## config.mk

```make
export PLATFORM = sky130hd
export DESIGN_NAME = liumc_top
export DESIGN_NICKNAME = d
export VERILOG_FILES = /design/src/core/liumc_pkg.sv /design/src/core/liumc_serial_port.sv /design/src/core/liumc_top.sv
export VERILOG_INCLUDE_DIRS = /design/src /design/src/core
export SDC_FILE = /design/constraint.sdc
export NUM_CORES = 1
export LEC_CHECK = 0
export ABC_AREA = 0
export BUFFER_PORTS_ARGS = -buffer_cell sky130_fd_sc_hd__buf_4
export CAP_MARGIN = 20
export CORE_MARGIN = 5
export CORE_UTILIZATION = 54
export DETAILED_ROUTE_END_ITERATION = 16
export GPL_ROUTABILITY_DRIVEN = 0
export PLACE_DENSITY = 0.8
export SKIP_CTS_REPAIR_TIMING = 1
export SLEW_MARGIN = 15
export SYNTH_ARGS = -nofsm -noshare
export SYNTH_HDL_FRONTEND = slang
export SYNTH_SLANG_ARGS = --single-unit
```

## constraint.sdc

```tcl
create_clock -name aclk -period 2.4 [get_ports aclk]
set_clock_uncertainty 0.05 [all_clocks]
set_input_delay 0.48 -clock aclk [delete_from_list [all_inputs] [get_ports aclk]]
set_output_delay 0.48 -clock aclk [all_outputs]
set_load 0.02 [all_outputs]
```

## src/core/liumc_defs.svh

```systemverilog
// Constants for the line interface mode, host access and interrupt logic.
// Assumes inclusion by bare name from the package; the design modules use its macros without including it.
// Function
// - Strap low or floating selects hardware mode
// - Strap high selects software mode, host registers
// - Hardware mode: receive outputs valid rising recovered clock
// - Hardware mode: no interrupt, edge select, some diagnostics
// - Serial access: command/address byte, then data byte
// - Insertions come from dedicated pins only
// - Recovered clock, data, violations only on pins
// - Status bit change raises latched interrupt
// - Interrupt pulls line low, never drives high
// - Level pending clears on mask write of one, condition gone or not
// - Mask one suppresses source, zero re-enables
// - Edge select picks receive and serial output edges
// - Straps select format: bipolar, AMI, zero-substitution, disabled
// - Diagnostics from pins in hardware, register in software
// - Some functions exist only in software mode
// - Only listed event sources are maskable interrupts
// - Jitter flag latches until software reads it
`ifndef LIUMC_DEFS_SVH
`define LIUMC_DEFS_SVH

// ********
// Register byte offsets
// ********
`define LIUMC_OFF_DIAG      8'h00
`define LIUMC_OFF_STATUS    8'h04
`define LIUMC_OFF_TRANS     8'h08
`define LIUMC_OFF_MASK      8'h0c
`define LIUMC_OFF_MODE      8'h10

// ********
// Register indices (byte offset / 4)
// ********
`define LIUMC_IDX_DIAG      3'h0
`define LIUMC_IDX_STATUS    3'h1
`define LIUMC_IDX_TRANS     3'h2
`define LIUMC_IDX_MASK      3'h3
`define LIUMC_IDX_MODE      3'h4

// ********
// Event bit positions (status, transition, mask)
// ********
`define LIUMC_EV_CARRIER    0
`define LIUMC_EV_PATTERN    1
`define LIUMC_EV_NETLOOP    2
`define LIUMC_EV_AIS        3
`define LIUMC_EV_DRVFAIL    4
`define LIUMC_EV_JITTER     6
`define LIUMC_EV_LEVELS     8'h1f
`define LIUMC_EV_ALL        8'h5f

// ********
// Diagnostic control bit positions
// ********
`define LIUMC_DG_LOCAL      0
`define LIUMC_DG_ANALOG     1
`define LIUMC_DG_REMOTE     2
`define LIUMC_DG_NETLOOP    3
`define LIUMC_DG_DUAL       4
`define LIUMC_DG_ALLONES    5
`define LIUMC_DG_PATTERN    6
`define LIUMC_DG_LOOPGEN    7

// ********
// Reset values and bus answers
// ********
`define LIUMC_DIAG_RST      8'h00
`define LIUMC_MASK_RST      8'h5f
`define LIUMC_TRANS_RST     8'h00
`define LIUMC_RESP_OKAY     2'h0
`define LIUMC_RESP_SLVERR   2'h2

// ********
// Serial frame layout and pin synchroniser width
// ********
`define LIUMC_SP_CMD_BITS   4'h8
`define LIUMC_SP_RD_BIT     7
`define LIUMC_SYNC_W        19

`endif

```

## src/core/liumc_pkg.sv

```systemverilog
// Types shared by the mode control design modules.
// Assumes the constants header is on the include path.
`include "liumc_defs.svh"

package liumc_pkg;

  typedef enum logic [1:0] {
    LIUMC_STRAP_LOW  = 2'h0,
    LIUMC_STRAP_HIGH = 2'h1,
    LIUMC_STRAP_OPEN = 2'h2
  } liumc_strap_t;

  typedef enum logic [3:0] {
    LIUMC_SP_IDLE = 4'h1,
    LIUMC_SP_CMD  = 4'h2,
    LIUMC_SP_DATA = 4'h4,
    LIUMC_SP_HOLD = 4'h8
  } liumc_sp_state_t;

endpackage

```

## src/core/liumc_serial_port.sv

```systemverilog
// Serial host port: 16-bit frames of command/address byte then data byte.
// Assumes sclk, sdi and cs_n are asynchronous pins and sclk is far slower than aclk.
`timescale 1ns/1ps

module liumc_serial_port
  import liumc_pkg::*;
(
  input  wire logic       aclk,
  input  wire logic       aresetn,
  input  wire logic       sclk,
  input  wire logic       sdi,
  input  wire logic       cs_n,
  input  wire logic       enable,
  input  wire logic       edge_sel,
  input  wire logic [7:0] rd_data,
  output logic      [6:0] addr,
  output logic      [7:0] wdata,
  output logic            wr_stb,
  output logic            rd_stb,
  output logic            serial_data_out,
  output logic            serial_data_oe
);

  // ********
  // Pin synchronisers
  // ********
  logic [2:0] meta_r;
  logic [2:0] sync_r;
  logic       sclk_prev_r;

  always_ff @(posedge aclk) begin
    if (!aresetn) begin
      meta_r      <= 3'h4;
      sync_r      <= 3'h4;
      sclk_prev_r <= 1'b0;
    end else begin
      meta_r      <= {cs_n, sdi, sclk};
      sync_r      <= meta_r;
      sclk_prev_r <= sync_r[0];
    end
  end

  logic sclk_rise;
  logic sclk_fall;
  logic upd_edge;
  assign sclk_rise = sync_r[0] & ~sclk_prev_r;
  assign sclk_fall = ~sync_r[0] & sclk_prev_r;
  assign upd_edge  = edge_sel ? sclk_fall : sclk_rise;

  // ********
  // Frame sequencer
  // ********
  liumc_sp_state_t state_r;
  logic [3:0]      cnt_r;
  logic [3:0]      cnt_nxt;
  logic [7:0]      sr_r;
  logic [7:0]      out_byte_r;
  logic            rd_r;
  logic            load_r;
  logic            wr_r;

  assign cnt_nxt = cnt_r + 4'h1;
  assign rd_stb  = load_r & rd_r;
  assign wr_stb  = wr_r;

  always_ff @(posedge aclk) begin
    if (!aresetn) begin
      state_r <= LIUMC_SP_IDLE;
      cnt_r   <= 4'h0;
      sr_r    <= 8'h00;
      addr    <= 7'h00;
      wdata   <= 8'h00;
      rd_r    <= 1'b0;
      load_r  <= 1'b0;
      wr_r    <= 1'b0;
    end else begin
      load_r <= 1'b0;
      wr_r   <= 1'b0;
      if (sync_r[2] || !enable) begin
        state_r <= LIUMC_SP_IDLE;
        cnt_r   <= 4'h0;
      end else if (sclk_rise) begin
        sr_r <= {sr_r[6:0], sync_r[1]};
        case (state_r)
          LIUMC_SP_IDLE, LIUMC_SP_CMD: begin
            cnt_r   <= cnt_nxt;
            state_r <= LIUMC_SP_CMD;
            if (cnt_nxt == `LIUMC_SP_CMD_BITS) begin
              addr    <= {sr_r[5:0], sync_r[1]};
              rd_r    <= sr_r[6];
              load_r  <= 1'b1;
              state_r <= LIUMC_SP_DATA;
            end
          end
          LIUMC_SP_DATA: begin
            cnt_r <= cnt_nxt;
            if (cnt_nxt == 4'h0) begin
              wdata   <= {sr_r[6:0], sync_r[1]};
              wr_r    <= ~rd_r;
              state_r <= LIUMC_SP_HOLD;
            end
          end
          LIUMC_SP_HOLD: begin
            state_r <= LIUMC_SP_HOLD;
          end
          default: begin
            state_r <= LIUMC_SP_IDLE;
          end
        endcase
      end
    end
  end

  // ********
  // Read data shifter
  // ********
  always_ff @(posedge aclk) begin
    if (!aresetn) begin
      out_byte_r      <= 8'h00;
      serial_data_out <= 1'b0;
      serial_data_oe  <= 1'b0;
    end else begin
      serial_data_oe <= (state_r == LIUMC_SP_DATA) & rd_r & ~sync_r[2];
      if (rd_stb) begin
        out_byte_r <= rd_data;
        if (!edge_sel) begin
          serial_data_out <= rd_data[7];
        end
      end else if (upd_edge && state_r == LIUMC_SP_DATA) begin
        if (!edge_sel) begin
          serial_data_out <= out_byte_r[~cnt_nxt[2:0]];
        end else begin
          serial_data_out <= out_byte_r[~cnt_r[2:0]];
        end
      end
    end
  end

endmodule

```

## src/core/liumc_top.sv

```systemverilog
// Mode selection, register access, receive output timing and interrupt logic.
// Assumes straps, receive pins and serial pins are asynchronous; event inputs share aclk.
//
// Decided for this implementation: the AXI4-Lite interface to the registers and the register offsets.
`timescale 1ns/1ps

module liumc_top
  import liumc_pkg::*;
(
  input  wire logic        aclk,
  input  wire logic        aresetn,
  input  wire logic [7:0]  s_axi_awaddr,
  input  wire logic        s_axi_awvalid,
  output logic             s_axi_awready,
  input  wire logic [31:0] s_axi_wdata,
  input  wire logic [3:0]  s_axi_wstrb,
  input  wire logic        s_axi_wvalid,
  output logic             s_axi_wready,
  output logic [1:0]       s_axi_bresp,
  output logic             s_axi_bvalid,
  input  wire logic        s_axi_bready,
  input  wire logic [7:0]  s_axi_araddr,
  input  wire logic        s_axi_arvalid,
  output logic             s_axi_arready,
  output logic [31:0]      s_axi_rdata,
  output logic [1:0]       s_axi_rresp,
  output logic             s_axi_rvalid,
  input  wire logic        s_axi_rready,
  input  wire logic        interface_select_strap,
  input  wire logic        interface_select_open,
  input  wire logic        line_format_strap,
  input  wire logic        line_format_open,
  input  wire logic        output_edge_select,
  input  wire logic [7:0]  hw_diag_pins,
  input  wire logic        bipolar_violation_pin,
  input  wire logic        logic_error_insert_pin,
  input  wire logic        rclk,
  input  wire logic        rx_pos_raw,
  input  wire logic        rx_neg_raw,
  input  wire logic        rx_nrz_raw,
  input  wire logic        carrier_loss_flag,
  input  wire logic        pattern_sync_in,
  input  wire logic        network_loop_in,
  input  wire logic        ais_in,
  input  wire logic        driver_fail_flag,
  input  wire logic        jitter_limit_flag,
  input  wire logic        sclk,
  input  wire logic        sdi,
  input  wire logic        cs_n,
  output logic             serial_data_out,
  output logic             serial_data_oe,
  output logic             rx_positive_rail,
  output logic             rx_negative_rail,
  output logic             rx_nrz_data,
  output logic             rx_out_enable,
  output logic             int_n_out,
  output logic             int_n_oe,
  output logic             sw_mode,
  output logic             nrz_mode,
  output logic             zero_subst_mode,
  output logic             sw_only_enable,
  output logic             local_loop_mode,
  output logic             analog_loop_mode,
  output logic             remote_loop_mode,
  output logic             network_loop_mode,
  output logic             dual_loop_mode,
  output logic             tx_all_ones_mode,
  output logic             pattern_mode,
  output logic             loop_code_gen_mode,
  output logic             violation_insert_mode,
  output logic             logic_error_insert_req
);

  // ********
  // Functions
  // ********
  function automatic liumc_strap_t strap_decode(input logic level, input logic open);
    if (open) begin
      strap_decode = LIUMC_STRAP_OPEN;
    end else if (level) begin
      strap_decode = LIUMC_STRAP_HIGH;
    end else begin
      strap_decode = LIUMC_STRAP_LOW;
    end
  endfunction

  logic [7:0] diag_r;
  logic [7:0] status_r;
  logic [7:0] trans_r;
  logic [7:0] mask_r;
  logic [7:0] mode_word;

  function automatic logic [7:0] reg_read(input logic [2:0] idx);
    case (idx)
      `LIUMC_IDX_DIAG:   reg_read = diag_r;
      `LIUMC_IDX_STATUS: reg_read = status_r;
      `LIUMC_IDX_TRANS:  reg_read = trans_r;
      `LIUMC_IDX_MASK:   reg_read = mask_r;
      `LIUMC_IDX_MODE:   reg_read = mode_word;
      default:           reg_read = 8'h00;
    endcase
  endfunction

  function automatic logic reg_mapped(input logic [7:0] byte_addr);
    reg_mapped = (byte_addr[1:0] == 2'h0) && (byte_addr <= `LIUMC_OFF_MODE);
  endfunction

  // ********
  // Pin synchronisers
  // ********
  logic [`LIUMC_SYNC_W-1:0] pins_raw;
  logic [`LIUMC_SYNC_W-1:0] pins_s;
  assign pins_raw = {hw_diag_pins, rx_nrz_raw, rx_neg_raw, rx_pos_raw, rclk,
                     logic_error_insert_pin, bipolar_violation_pin, output_edge_select,
                     line_format_open, line_format_strap,
                     interface_select_open, interface_select_strap};

  genvar gi;
  generate
    for (gi = 0; gi < `LIUMC_SYNC_W; gi++) begin : g_sync
      logic meta_r;
      logic sync_r;
      always_ff @(posedge aclk) begin
        if (!aresetn) begin
          meta_r <= 1'b0;
          sync_r <= 1'b0;
        end else begin
          meta_r <= pins_raw[gi];
          sync_r <= meta_r;
        end
      end
      assign pins_s[gi] = sync_r;
    end
  endgenerate

  // ********
  // Mode selection
  // ********
  liumc_strap_t sel_strap;
  liumc_strap_t fmt_strap;
  logic         edge_sel_s;
  assign sel_strap  = strap_decode(pins_s[0], pins_s[1]);
  assign fmt_strap  = strap_decode(pins_s[2], pins_s[3]);
  assign edge_sel_s = pins_s[4];

  always_ff @(posedge aclk) begin
    if (!aresetn) begin
      sw_mode         <= 1'b0;
      nrz_mode        <= 1'b0;
      zero_subst_mode <= 1'b0;
      rx_out_enable   <= 1'b0;
    end else begin
      sw_mode         <= (sel_strap == LIUMC_STRAP_HIGH);
      nrz_mode        <= (sel_strap == LIUMC_STRAP_OPEN) ||
                         (sel_strap == LIUMC_STRAP_LOW && fmt_strap == LIUMC_STRAP_OPEN);
      zero_subst_mode <= (sel_strap == LIUMC_STRAP_OPEN);
      rx_out_enable   <= (fmt_strap != LIUMC_STRAP_HIGH);
    end
  end

  assign mode_word      = {4'h0, ~rx_out_enable, zero_subst_mode, nrz_mode, sw_mode};
  assign sw_only_enable = sw_mode;

  // ********
  // Diagnostic mode outputs
  // ********
  logic [7:0] diag_sel;
  assign diag_sel = sw_mode ? diag_r : {1'b0, pins_s[18:12]};

  assign local_loop_mode    = diag_sel[`LIUMC_DG_LOCAL];
  assign analog_loop_mode   = diag_sel[`LIUMC_DG_ANALOG];
  assign remote_loop_mode   = diag_sel[`LIUMC_DG_REMOTE];
  assign network_loop_mode  = diag_sel[`LIUMC_DG_NETLOOP];
  assign dual_loop_mode     = diag_sel[`LIUMC_DG_DUAL];
  assign tx_all_ones_mode   = diag_sel[`LIUMC_DG_ALLONES];
  assign pattern_mode       = diag_sel[`LIUMC_DG_PATTERN];
  assign loop_code_gen_mode = diag_sel[`LIUMC_DG_LOOPGEN];

  // Insertion triggers pass from their pins only, in both modes
  assign violation_insert_mode  = pins_s[5];
  assign logic_error_insert_req = pins_s[6];

  // ********
  // Receive output timing
  // ********
  logic rclk_prev_r;
  logic rclk_rise;
  logic rclk_fall;
  logic rx_upd;
  assign rclk_rise = pins_s[7] & ~rclk_prev_r;
  assign rclk_fall = ~pins_s[7] & rclk_prev_r;
  // Hardware mode always updates on falling edges so data is valid at rising edges
  assign rx_upd = (sw_mode && edge_sel_s) ? rclk_rise : rclk_fall;

  always_ff @(posedge aclk) begin
    if (!aresetn) begin
      rclk_prev_r      <= 1'b0;
      rx_positive_rail <= 1'b0;
      rx_negative_rail <= 1'b0;
      rx_nrz_data      <= 1'b0;
    end else begin
      rclk_prev_r <= pins_s[7];
      if (rx_upd) begin
        rx_positive_rail <= pins_s[8];
        rx_negative_rail <= pins_s[9];
        rx_nrz_data      <= pins_s[10];
      end
    end
  end

  // ********
  // AXI4-Lite slave
  // ********
  logic        aw_got_r;
  logic        w_got_r;
  logic [7:0]  aw_addr_r;
  logic [7:0]  w_data_r;
  logic        w_lane_r;
  logic        axi_wr;
  logic        axi_rd;

  assign s_axi_awready = ~aw_got_r;
  assign s_axi_wready  = ~w_got_r;
  assign s_axi_arready = ~s_axi_rvalid;
  assign axi_wr        = aw_got_r & w_got_r & ~s_axi_bvalid;
  assign axi_rd        = s_axi_arvalid & s_axi_arready;

  always_ff @(posedge aclk) begin
    if (!aresetn) begin
      aw_got_r     <= 1'b0;
      w_got_r      <= 1'b0;
      aw_addr_r    <= 8'h00;
      w_data_r     <= 8'h00;
      w_lane_r     <= 1'b0;
      s_axi_bvalid <= 1'b0;
      s_axi_bresp  <= `LIUMC_RESP_OKAY;
    end else begin
      if (s_axi_awvalid && s_axi_awready) begin
        aw_got_r  <= 1'b1;
        aw_addr_r <= s_axi_awaddr;
      end
      if (s_axi_wvalid && s_axi_wready) begin
        w_got_r  <= 1'b1;
        w_data_r <= s_axi_wdata[7:0];
        w_lane_r <= s_axi_wstrb[0];
      end
      if (axi_wr) begin
        aw_got_r     <= 1'b0;
        w_got_r      <= 1'b0;
        s_axi_bvalid <= 1'b1;
        s_axi_bresp  <= reg_mapped(aw_addr_r) ? `LIUMC_RESP_OKAY : `LIUMC_RESP_SLVERR;
      end else if (s_axi_bready) begin
        s_axi_bvalid <= 1'b0;
      end
    end
  end

  always_ff @(posedge aclk) begin
    if (!aresetn) begin
      s_axi_rvalid <= 1'b0;
      s_axi_rdata  <= 32'h0000_0000;
      s_axi_rresp  <= `LIUMC_RESP_OKAY;
    end else if (axi_rd) begin
      s_axi_rvalid <= 1'b1;
      s_axi_rdata  <= reg_mapped(s_axi_araddr) ? {24'h00_0000, reg_read(s_axi_araddr[4:2])}
                                               : 32'h0000_0000;
      s_axi_rresp  <= reg_mapped(s_axi_araddr) ? `LIUMC_RESP_OKAY : `LIUMC_RESP_SLVERR;
    end else if (s_axi_rready) begin
      s_axi_rvalid <= 1'b0;
    end
  end

  // ********
  // Serial host port
  // ********
  logic [6:0] sp_addr;
  logic [7:0] sp_wdata;
  logic       sp_wr;
  logic       sp_rd;
  logic       sp_hit;
  assign sp_hit = (sp_addr <= 7'(`LIUMC_IDX_MODE));

  liumc_serial_port u_serial (
    .aclk            (aclk),
    .aresetn         (aresetn),
    .sclk            (sclk),
    .sdi             (sdi),
    .cs_n            (cs_n),
    .enable          (sw_mode),
    .edge_sel        (edge_sel_s),
    .rd_data         (sp_hit ? reg_read(sp_addr[2:0]) : 8'h00),
    .addr            (sp_addr),
    .wdata           (sp_wdata),
    .wr_stb          (sp_wr),
    .rd_stb          (sp_rd),
    .serial_data_out (serial_data_out),
    .serial_data_oe  (serial_data_oe)
  );

  // ********
  // Register writes, bus before serial port
  // ********
  logic       wr_en;
  logic [2:0] wr_idx;
  logic [7:0] wr_val;
  logic       rd_trans;
  assign wr_en    = axi_wr ? (reg_mapped(aw_addr_r) & w_lane_r) : (sp_wr & sp_hit);
  assign wr_idx   = axi_wr ? aw_addr_r[4:2] : sp_addr[2:0];
  assign wr_val   = axi_wr ? w_data_r : sp_wdata;
  assign rd_trans = (axi_rd && reg_mapped(s_axi_araddr) &&
                     s_axi_araddr[4:2] == `LIUMC_IDX_TRANS) ||
                    (sp_rd && sp_hit && sp_addr[2:0] == `LIUMC_IDX_TRANS);

  always_ff @(posedge aclk) begin
    if (!aresetn) begin
      diag_r <= `LIUMC_DIAG_RST;
      mask_r <= `LIUMC_MASK_RST;
    end else if (wr_en) begin
      if (wr_idx == `LIUMC_IDX_DIAG) begin
        diag_r <= wr_val;
      end
      if (wr_idx == `LIUMC_IDX_MASK) begin
        mask_r <= wr_val & `LIUMC_EV_ALL;
      end
    end
  end

  // ********
  // Status, transitions and interrupt
  // ********
  logic [7:0] status_now;
  logic [7:0] change;
  logic [7:0] clr;
  logic [7:0] trans_nxt;
  assign status_now = {3'h0, driver_fail_flag, ais_in, network_loop_in, pattern_sync_in,
                       carrier_loss_flag};
  assign change = sw_mode ? (((status_now ^ status_r) & `LIUMC_EV_LEVELS) |
                             {1'b0, jitter_limit_flag, 6'h00}) : 8'h00;
  // Mask write of one acknowledges; reading the register acknowledges the jitter flag
  assign clr = ((wr_en && wr_idx == `LIUMC_IDX_MASK) ? (wr_val & `LIUMC_EV_LEVELS) : 8'h00) |
               (rd_trans ? 8'h40 : 8'h00);
  assign trans_nxt = (trans_r & ~clr) | change;

  always_ff @(posedge aclk) begin
    if (!aresetn) begin
      status_r <= 8'h00;
      trans_r  <= `LIUMC_TRANS_RST;
    end else begin
      status_r <= status_now;
      trans_r  <= trans_nxt;
    end
  end

  always_ff @(posedge aclk) begin
    if (!aresetn) begin
      int_n_oe <= 1'b0;
    end else begin
      int_n_oe <= sw_mode & |(trans_r & ~mask_r & `LIUMC_EV_ALL);
    end
  end

  assign int_n_out = 1'b0;

endmodule

```

### After elaboration in Yosys (flattened, before gate mapping)

Cells that the tools add are included.

| word-level totals | value |
|---|---|
| flip-flop bits (word level) | 179 |
| output and inout bits | 63 |

| operators by class | value |
|---|---|
| reductions and logical operators | 41 |
| equality and inequality tests | 20 |
| multiplexer cells | 35 |
| bitwise gates (word level) | 40 |
| order comparisons | 5 |
| add/subtract/negate cells | 1 |

Operators with widths:

| operator | number |
|---|---|
| $pmux 8 s5 | 2 |
| $mux 8 | 4 |
| $not 1->1 | 17 |
| $le 8x5->1 const B | 2 |
| $mux 1 | 16 |
| $eq 3x2->1 const B | 5 |
| $mux 7 | 2 |
| $or 5x7->7 | 2 |
| $and 1x1->1 | 13 |
| $logic_and 1x1->1 | 12 |
| $pmux 4 s3 | 1 |
| $reduce_and 2->1 | 6 |
| $logic_not 3->1 | 3 |
| $and 8x8->8 | 1 |
| $eq 4x4->1 const B | 2 |
| $lt 3x4->1 const B | 2 |
| $mux 2 | 4 |
| $not 7->8 | 1 |
| $or 8x7->8 | 1 |
| $reduce_and 4->1 | 2 |
| $and 7x7->7 | 1 |
| $le 7x3->1 const B | 1 |
| $not 7->7 | 1 |
| $bmux 1 s3 | 2 |
| 25 further kinds | 39 |

### Depth between registers and ports, before layout

| depth | value |
|---|---|
| depth in word-level cells | 10 |
| gate-level depth with buffers | 8 |

### Cells and area by module

A second synthesis with hierarchy kept.

| second synthesis, totals | value |
|---|---|
| cells, all modules | 680 |
| area total of the unflattened synthesis | 6389.9 sq um |

Modules (own cells, without submodules):

| module | area an instance (sq um) | instances | sequential area each (sq um) | cells each |
|---|---|---|---|---|
| liumc_top | 4355.4 | 1 | 2021.9 | 461 |
| liumc_serial_port | 2034.5 | 1 | 1001.0 | 219 |

### Worst setup path before layout

Ideal clock, no wire load.

| timing | value |
|---|---|
| path type | reg-to-output |
| start | register sw_mode |
| end | output analog_loop_mode |
| slack | 458 ps |
| data required time | 1870 ps |
| path buffers | 2 |
| data arrival time | 1412 ps |
| stages on the path, launching flop included | 4 |
| cells stage by stage | dfxtp_1 -> clkbuf_1 -> clkbuf_1 -> mux2_2 |

| between the ends | value |
|---|---|
| cells in the longest elaborated chain, start to end | 1 |

Ends and longest elaborated chain:

| element | line | RTL |
|---|---|---|
| from (decl) | liumc_top.sv:58 | `output logic sw_mode,` |
| from (signal assigned) | liumc_top.sv:153 | `sw_mode <= (sel_strap == LIUMC_STRAP_HIGH);` |
| $mux 8 | liumc_top.sv:168 | `assign diag_sel = sw_mode ? diag_r : {1'b0, pins_s[18:12]};` |
| to (decl) | liumc_top.sv:63 | `output logic analog_loop_mode,` |

No other way between the ends.

### Worst setup path after layout

| timing | value |
|---|---|
| start | register s_axi_bvalid |
| end | register diag_r[1] |

| between the ends | value |
|---|---|
| cells in the longest elaborated chain, start to end | 5 |

Ends and longest elaborated chain:

| element | line | RTL |
|---|---|---|
| from (decl) | liumc_top.sv:20 | `output logic s_axi_bvalid,` |
| from (signal assigned) | liumc_top.sv:235 | `s_axi_bvalid <= 1'b0;` |
| from (signal assigned) | liumc_top.sv:250 | `s_axi_bvalid <= 1'b1;` |
| from (signal assigned) | liumc_top.sv:253 | `s_axi_bvalid <= 1'b0;` |
| $not 1->1 (*) | liumc_top.sv:225 | `assign axi_wr = aw_got_r & w_got_r & ~s_axi_bvalid;` |
| $and 1x1->1 (*) | liumc_top.sv:225 |  |
| $mux 3 | liumc_top.sv:308 | `assign wr_idx = axi_wr ? aw_addr_r[4:2] : sp_addr[2:0];` |
| $logic_not 3->1 (no line) | - |  |
| $reduce_and 2->1 (no line) | - |  |
| to (signal assigned) | liumc_top.sv:316 | `` diag_r <= `LIUMC_DIAG_RST; `` |
| to (signal assigned) | liumc_top.sv:320 | `diag_r <= wr_val;` |
| to (decl) | liumc_top.sv:87 | `logic [7:0] diag_r;` |

Every way passes the cells marked *; elsewhere a longest branch is shown, timed or not.
A chain may end at the register's enable or synchronous reset.

==> flow_summary.yaml <==
global_route:
  grt.total_usage: 0.2032
  antenna_found_initial: 0
  grt_pass1_vias: 4837
  grt_remaining_overflow: 0
  grt_pass1_wl_um: 23280
  grt_max_degree: 74
place:
  dp_cells: 880
  port-buffer-count: 94
  dp.final_hpwl_um: 10450
timing:
  max_freq_mhz: 456.8
  setup_viol: 0
  post-route-period-util: 0.9121
  report.final.hold_viol_count: 0
  max_slew_margin: 0.4428
  rsz0062_at_grt: "false"
  finalSetupTns_ps: 0
  period_minus_slack_ps: 2189
  finalMaxSlewViolations: 0
  tightest_slew_ps: 826.7
clock_network:
  root_buffer: "clkbuf_16"
  cts_buffers: 17
  htreeDepth: 4
  clock_latency_ps: 420
  clk_pin_slew_ps: 60
  ctsLongestPathBuffers: 2
  clock-sinks: 151
  cts_tree: "yes"
setup_path:
  slowest_delay_ps: 750
  worstSetupEndpoint: "diag_r[1]$_SDFFE_PN0P_"
  required_ps: 2710
  reg2reg_slack_ps: 210
  path_cells: "nand3b_2 > o41ai_2 > and2_1 > o211a_1"
  worstPathArrival_ps: 2500
  r2r_cells: 4
  path_class: "reg2reg"
  worstSetupStartpointType: "flop"
  crit_path_end_kind: "flop"
  r2r-start: "s_axi_bvalid$_SDFFE_PN0P_"
  critPathSlowestCell: "o41ai_2"
  r2r-end: "diag_r[1]$_SDFFE_PN0P_"
  worst-path-max-fanout: 10
  startpoint: "s_axi_bvalid$_SDFFE_PN0P_"
synth:
  yosysWarnings: 0
  synth_top_flop_cell: "dfxtp_1"
  syn-cell-area_mm2: 0.006449
  ys_async_sr_fraction: 0
  syn_inst: 661
  yosys.area.top_type: "dfxtp_1"
  yosysSeqAreaShare: 0.4688
  synth_cell_type_count: 59
  synth_edf_count: 0
  synth_area_leaders: "dfxtp_1 (47%), mux2i_1 (6.7%), and2_1 (4.9%)"
  synth_top_area_share: 0.4688
  ys_seq_elements: 151
  syn_area_per_cell_um2: 9.756
pwr:
  power.density_mw_per_mm2: 720.2
  ir_worst_vdd_mv: 0.5076
  p_leak_uw: 0.003248
layout:
  syn_to_final_growth_pct: 20.86
  antennaDiodeCount: 0
  final_cells: 912
  drive_above_1_share: 0.2248
  layout.nets: 840
floorplanning:
  ios: 150
  rows: 40
  die_h_um: 119.3
  initial_core_util: 0.5437
  core_mm2: 0.01186
  dieArea_mm2: 0.01423
  die_x_um: 119.3
drt:
  viasPerCell: 5.435
  vias: 4957
  drt-wirelength-per-cell_um: 15.70
  drc: 0
  drtIter0Drc: 287
  wl_um: 14320
  ant_nets: 0
  drt_pass1_iterations: 5
outcome:
  status: "complete, no violations"
run:
  drv_cap: 0
min_path:
  hold_class: "in2reg"
critical path, delay by kind of cell (launching register included):
family           cells  cell delay, ps
AND/OR/NAND/NOR      2             820
AO/OA/AOI/OAI        2             940
flip-flops           1             320
Yosys cell counts (all sizes together) (5+ instances only):
master,count
inv,15
o22ai,10
clkbuf,29
nand2,59
o311ai,5
xnor2,10
nor2b,50
buf,38
nand2b,8
o211a,9
nor3,11
mux2,14
o21ai,15
nor2,20
a21boi,21
a31oi,9
dfxtp,151
and2,51
mux4,5
a22oi,22
mux2i,43
nand3b,6
a32oi,6
nand3,11
a21oi,6
layout by cell type (no fill, tap or decap), drive strengths merged, types with 2 or more instances in the layout:
master    netlist  final
nand2          59     59
a211oi          2      2
nand3          11     11
dfxtp         151    151
a22oi          22     22
nor3b           2      2
a21oi           6      6
nor3           11     11
a21boi         21     21
nor4b           2      2
nand4           4      4
o311ai          5      5
a32oi           6      6
buf            38    113
nand3b          6      6
mux2           14     14
a31oi           9      9
bufinv          0      2
o211a           9      9
a2bb2oi         3      3
or4             4      4
mux2i          43     43
conb            1     27
nor4            2      2
o21a            2      2
inv            15     19
nor2b          50     50
o22ai          10     10
o21ai          15     15
xnor2          10     10
mux4            5      5
clkbuf         29     20
clkinvlp        0      6
nand2b          8      8
and2           51     51
nor2           20     20
worst min-delay path by stage:
| stage | slack, ps | endpoint | cells past startpoint | start |
|---|---|---|---|---|
| 2_1_floorplan | 340 | u_serial.sync_r[2]$_SDFF_PN1_ | 1 | u_serial.meta_r[2]$_SDFF_PN1_ |
| 3_3_place_gp | 350 | u_serial.sync_r[2]$_SDFF_PN1_ | 1 | u_serial.meta_r[2]$_SDFF_PN1_ |
| 3_5_place_dp | 350 | u_serial.sync_r[2]$_SDFF_PN1_ | 1 | u_serial.meta_r[2]$_SDFF_PN1_ |
| 4_1_cts | 190 | u_serial.meta_r[2]$_SDFF_PN1_ | 2 | cs_n |
| 5_1_grt | 190 | u_serial.meta_r[2]$_SDFF_PN1_ | 2 | cs_n |
| 6_report | 200 | u_serial.meta_r[2]$_SDFF_PN1_ | 2 | cs_n |
stage by stage:
| step | cell area [µm²] | setup slack (ps) | total power [µW] | hold WS (ps) | utilization |
|---|---|---|---|---|---|
| after floorplan | 6546 | 458.0 | 2943 | 336.3 | - |
| after global placement | 7207 | 226.8 | 3053 | 350.9 | 0.6076 |
| after detailed placement | 7207 | 179.5 | 3067 | 347.1 | 0.6076 |
| after CTS | 7786 | 28.78 | 5646 | 192.2 | 0.6564 |
| after global routing | 7794 | 64.79 | 5807 | 191.7 | 0.6571 |
| final | 7794 | 211.0 | 5613 | 201.9 | 0.6571 |
per-layer routing:
layer / share of wire / wire length, µm / GRT usage
met5: 0 / 0 / 0
met2: 0.49 / 7043 / 0.3349
met4: 0.018 / 263 / 0.09341
met3: 0.060 / 864 / 0.05983
met1: 0.43 / 6149 / 0.2440
layout make-up:
type | count | area, µm²
clock buffers | 20 | 436.7
clock inverters | 12 | 142.6
fillers | 913 | 4068
inverters | 15 | 56.30
multi-input cells | 454 | 3102
flip-flops and latches | 151 | 3024
well taps | 147 | 183.9
repair buffers | 113 | 848.3
logic make-up (layout without fill, tap and decap cells):
group	after synthesis	in the layout	share of synthesized area
compound gates	117	117	0.1341
fa+ha+maj	1	1	0.001940
xor+xnor	11	11	0.01494
mux	62	62	0.1087
other cells	1	27	0.0005815
buf+inv	82	160	0.06733
flops	151	151	0.4688
simple gates	236	236	0.2037
sequential cells by signal (all words and copies together), names as in the netlist, 3 cells and up:
name,count
g_sync.meta_r,18
g_sync.sync_r,15
aw_addr_r,8
diag_r,8
s_axi_rdata,8
u_serial.out_byte_r,8
u_serial.wdata,8
w_data_r,8
u_serial.addr,7
u_serial.sr_r,7
mask_r,6
trans_r,6
status_r,5
u_serial.cnt_r,4
u_serial.state_r,4
u_serial.meta_r,3
u_serial.sync_r,3
power breakdown:
group	internal (µW)	leakage (µW)	switching, µW
clock network	1550	0.000262	1050
registers	2580	0.00123	46.6
logic	187	0.00175	203
total	4310	0.00325	1300
Power figures use the tool's default switching activity.
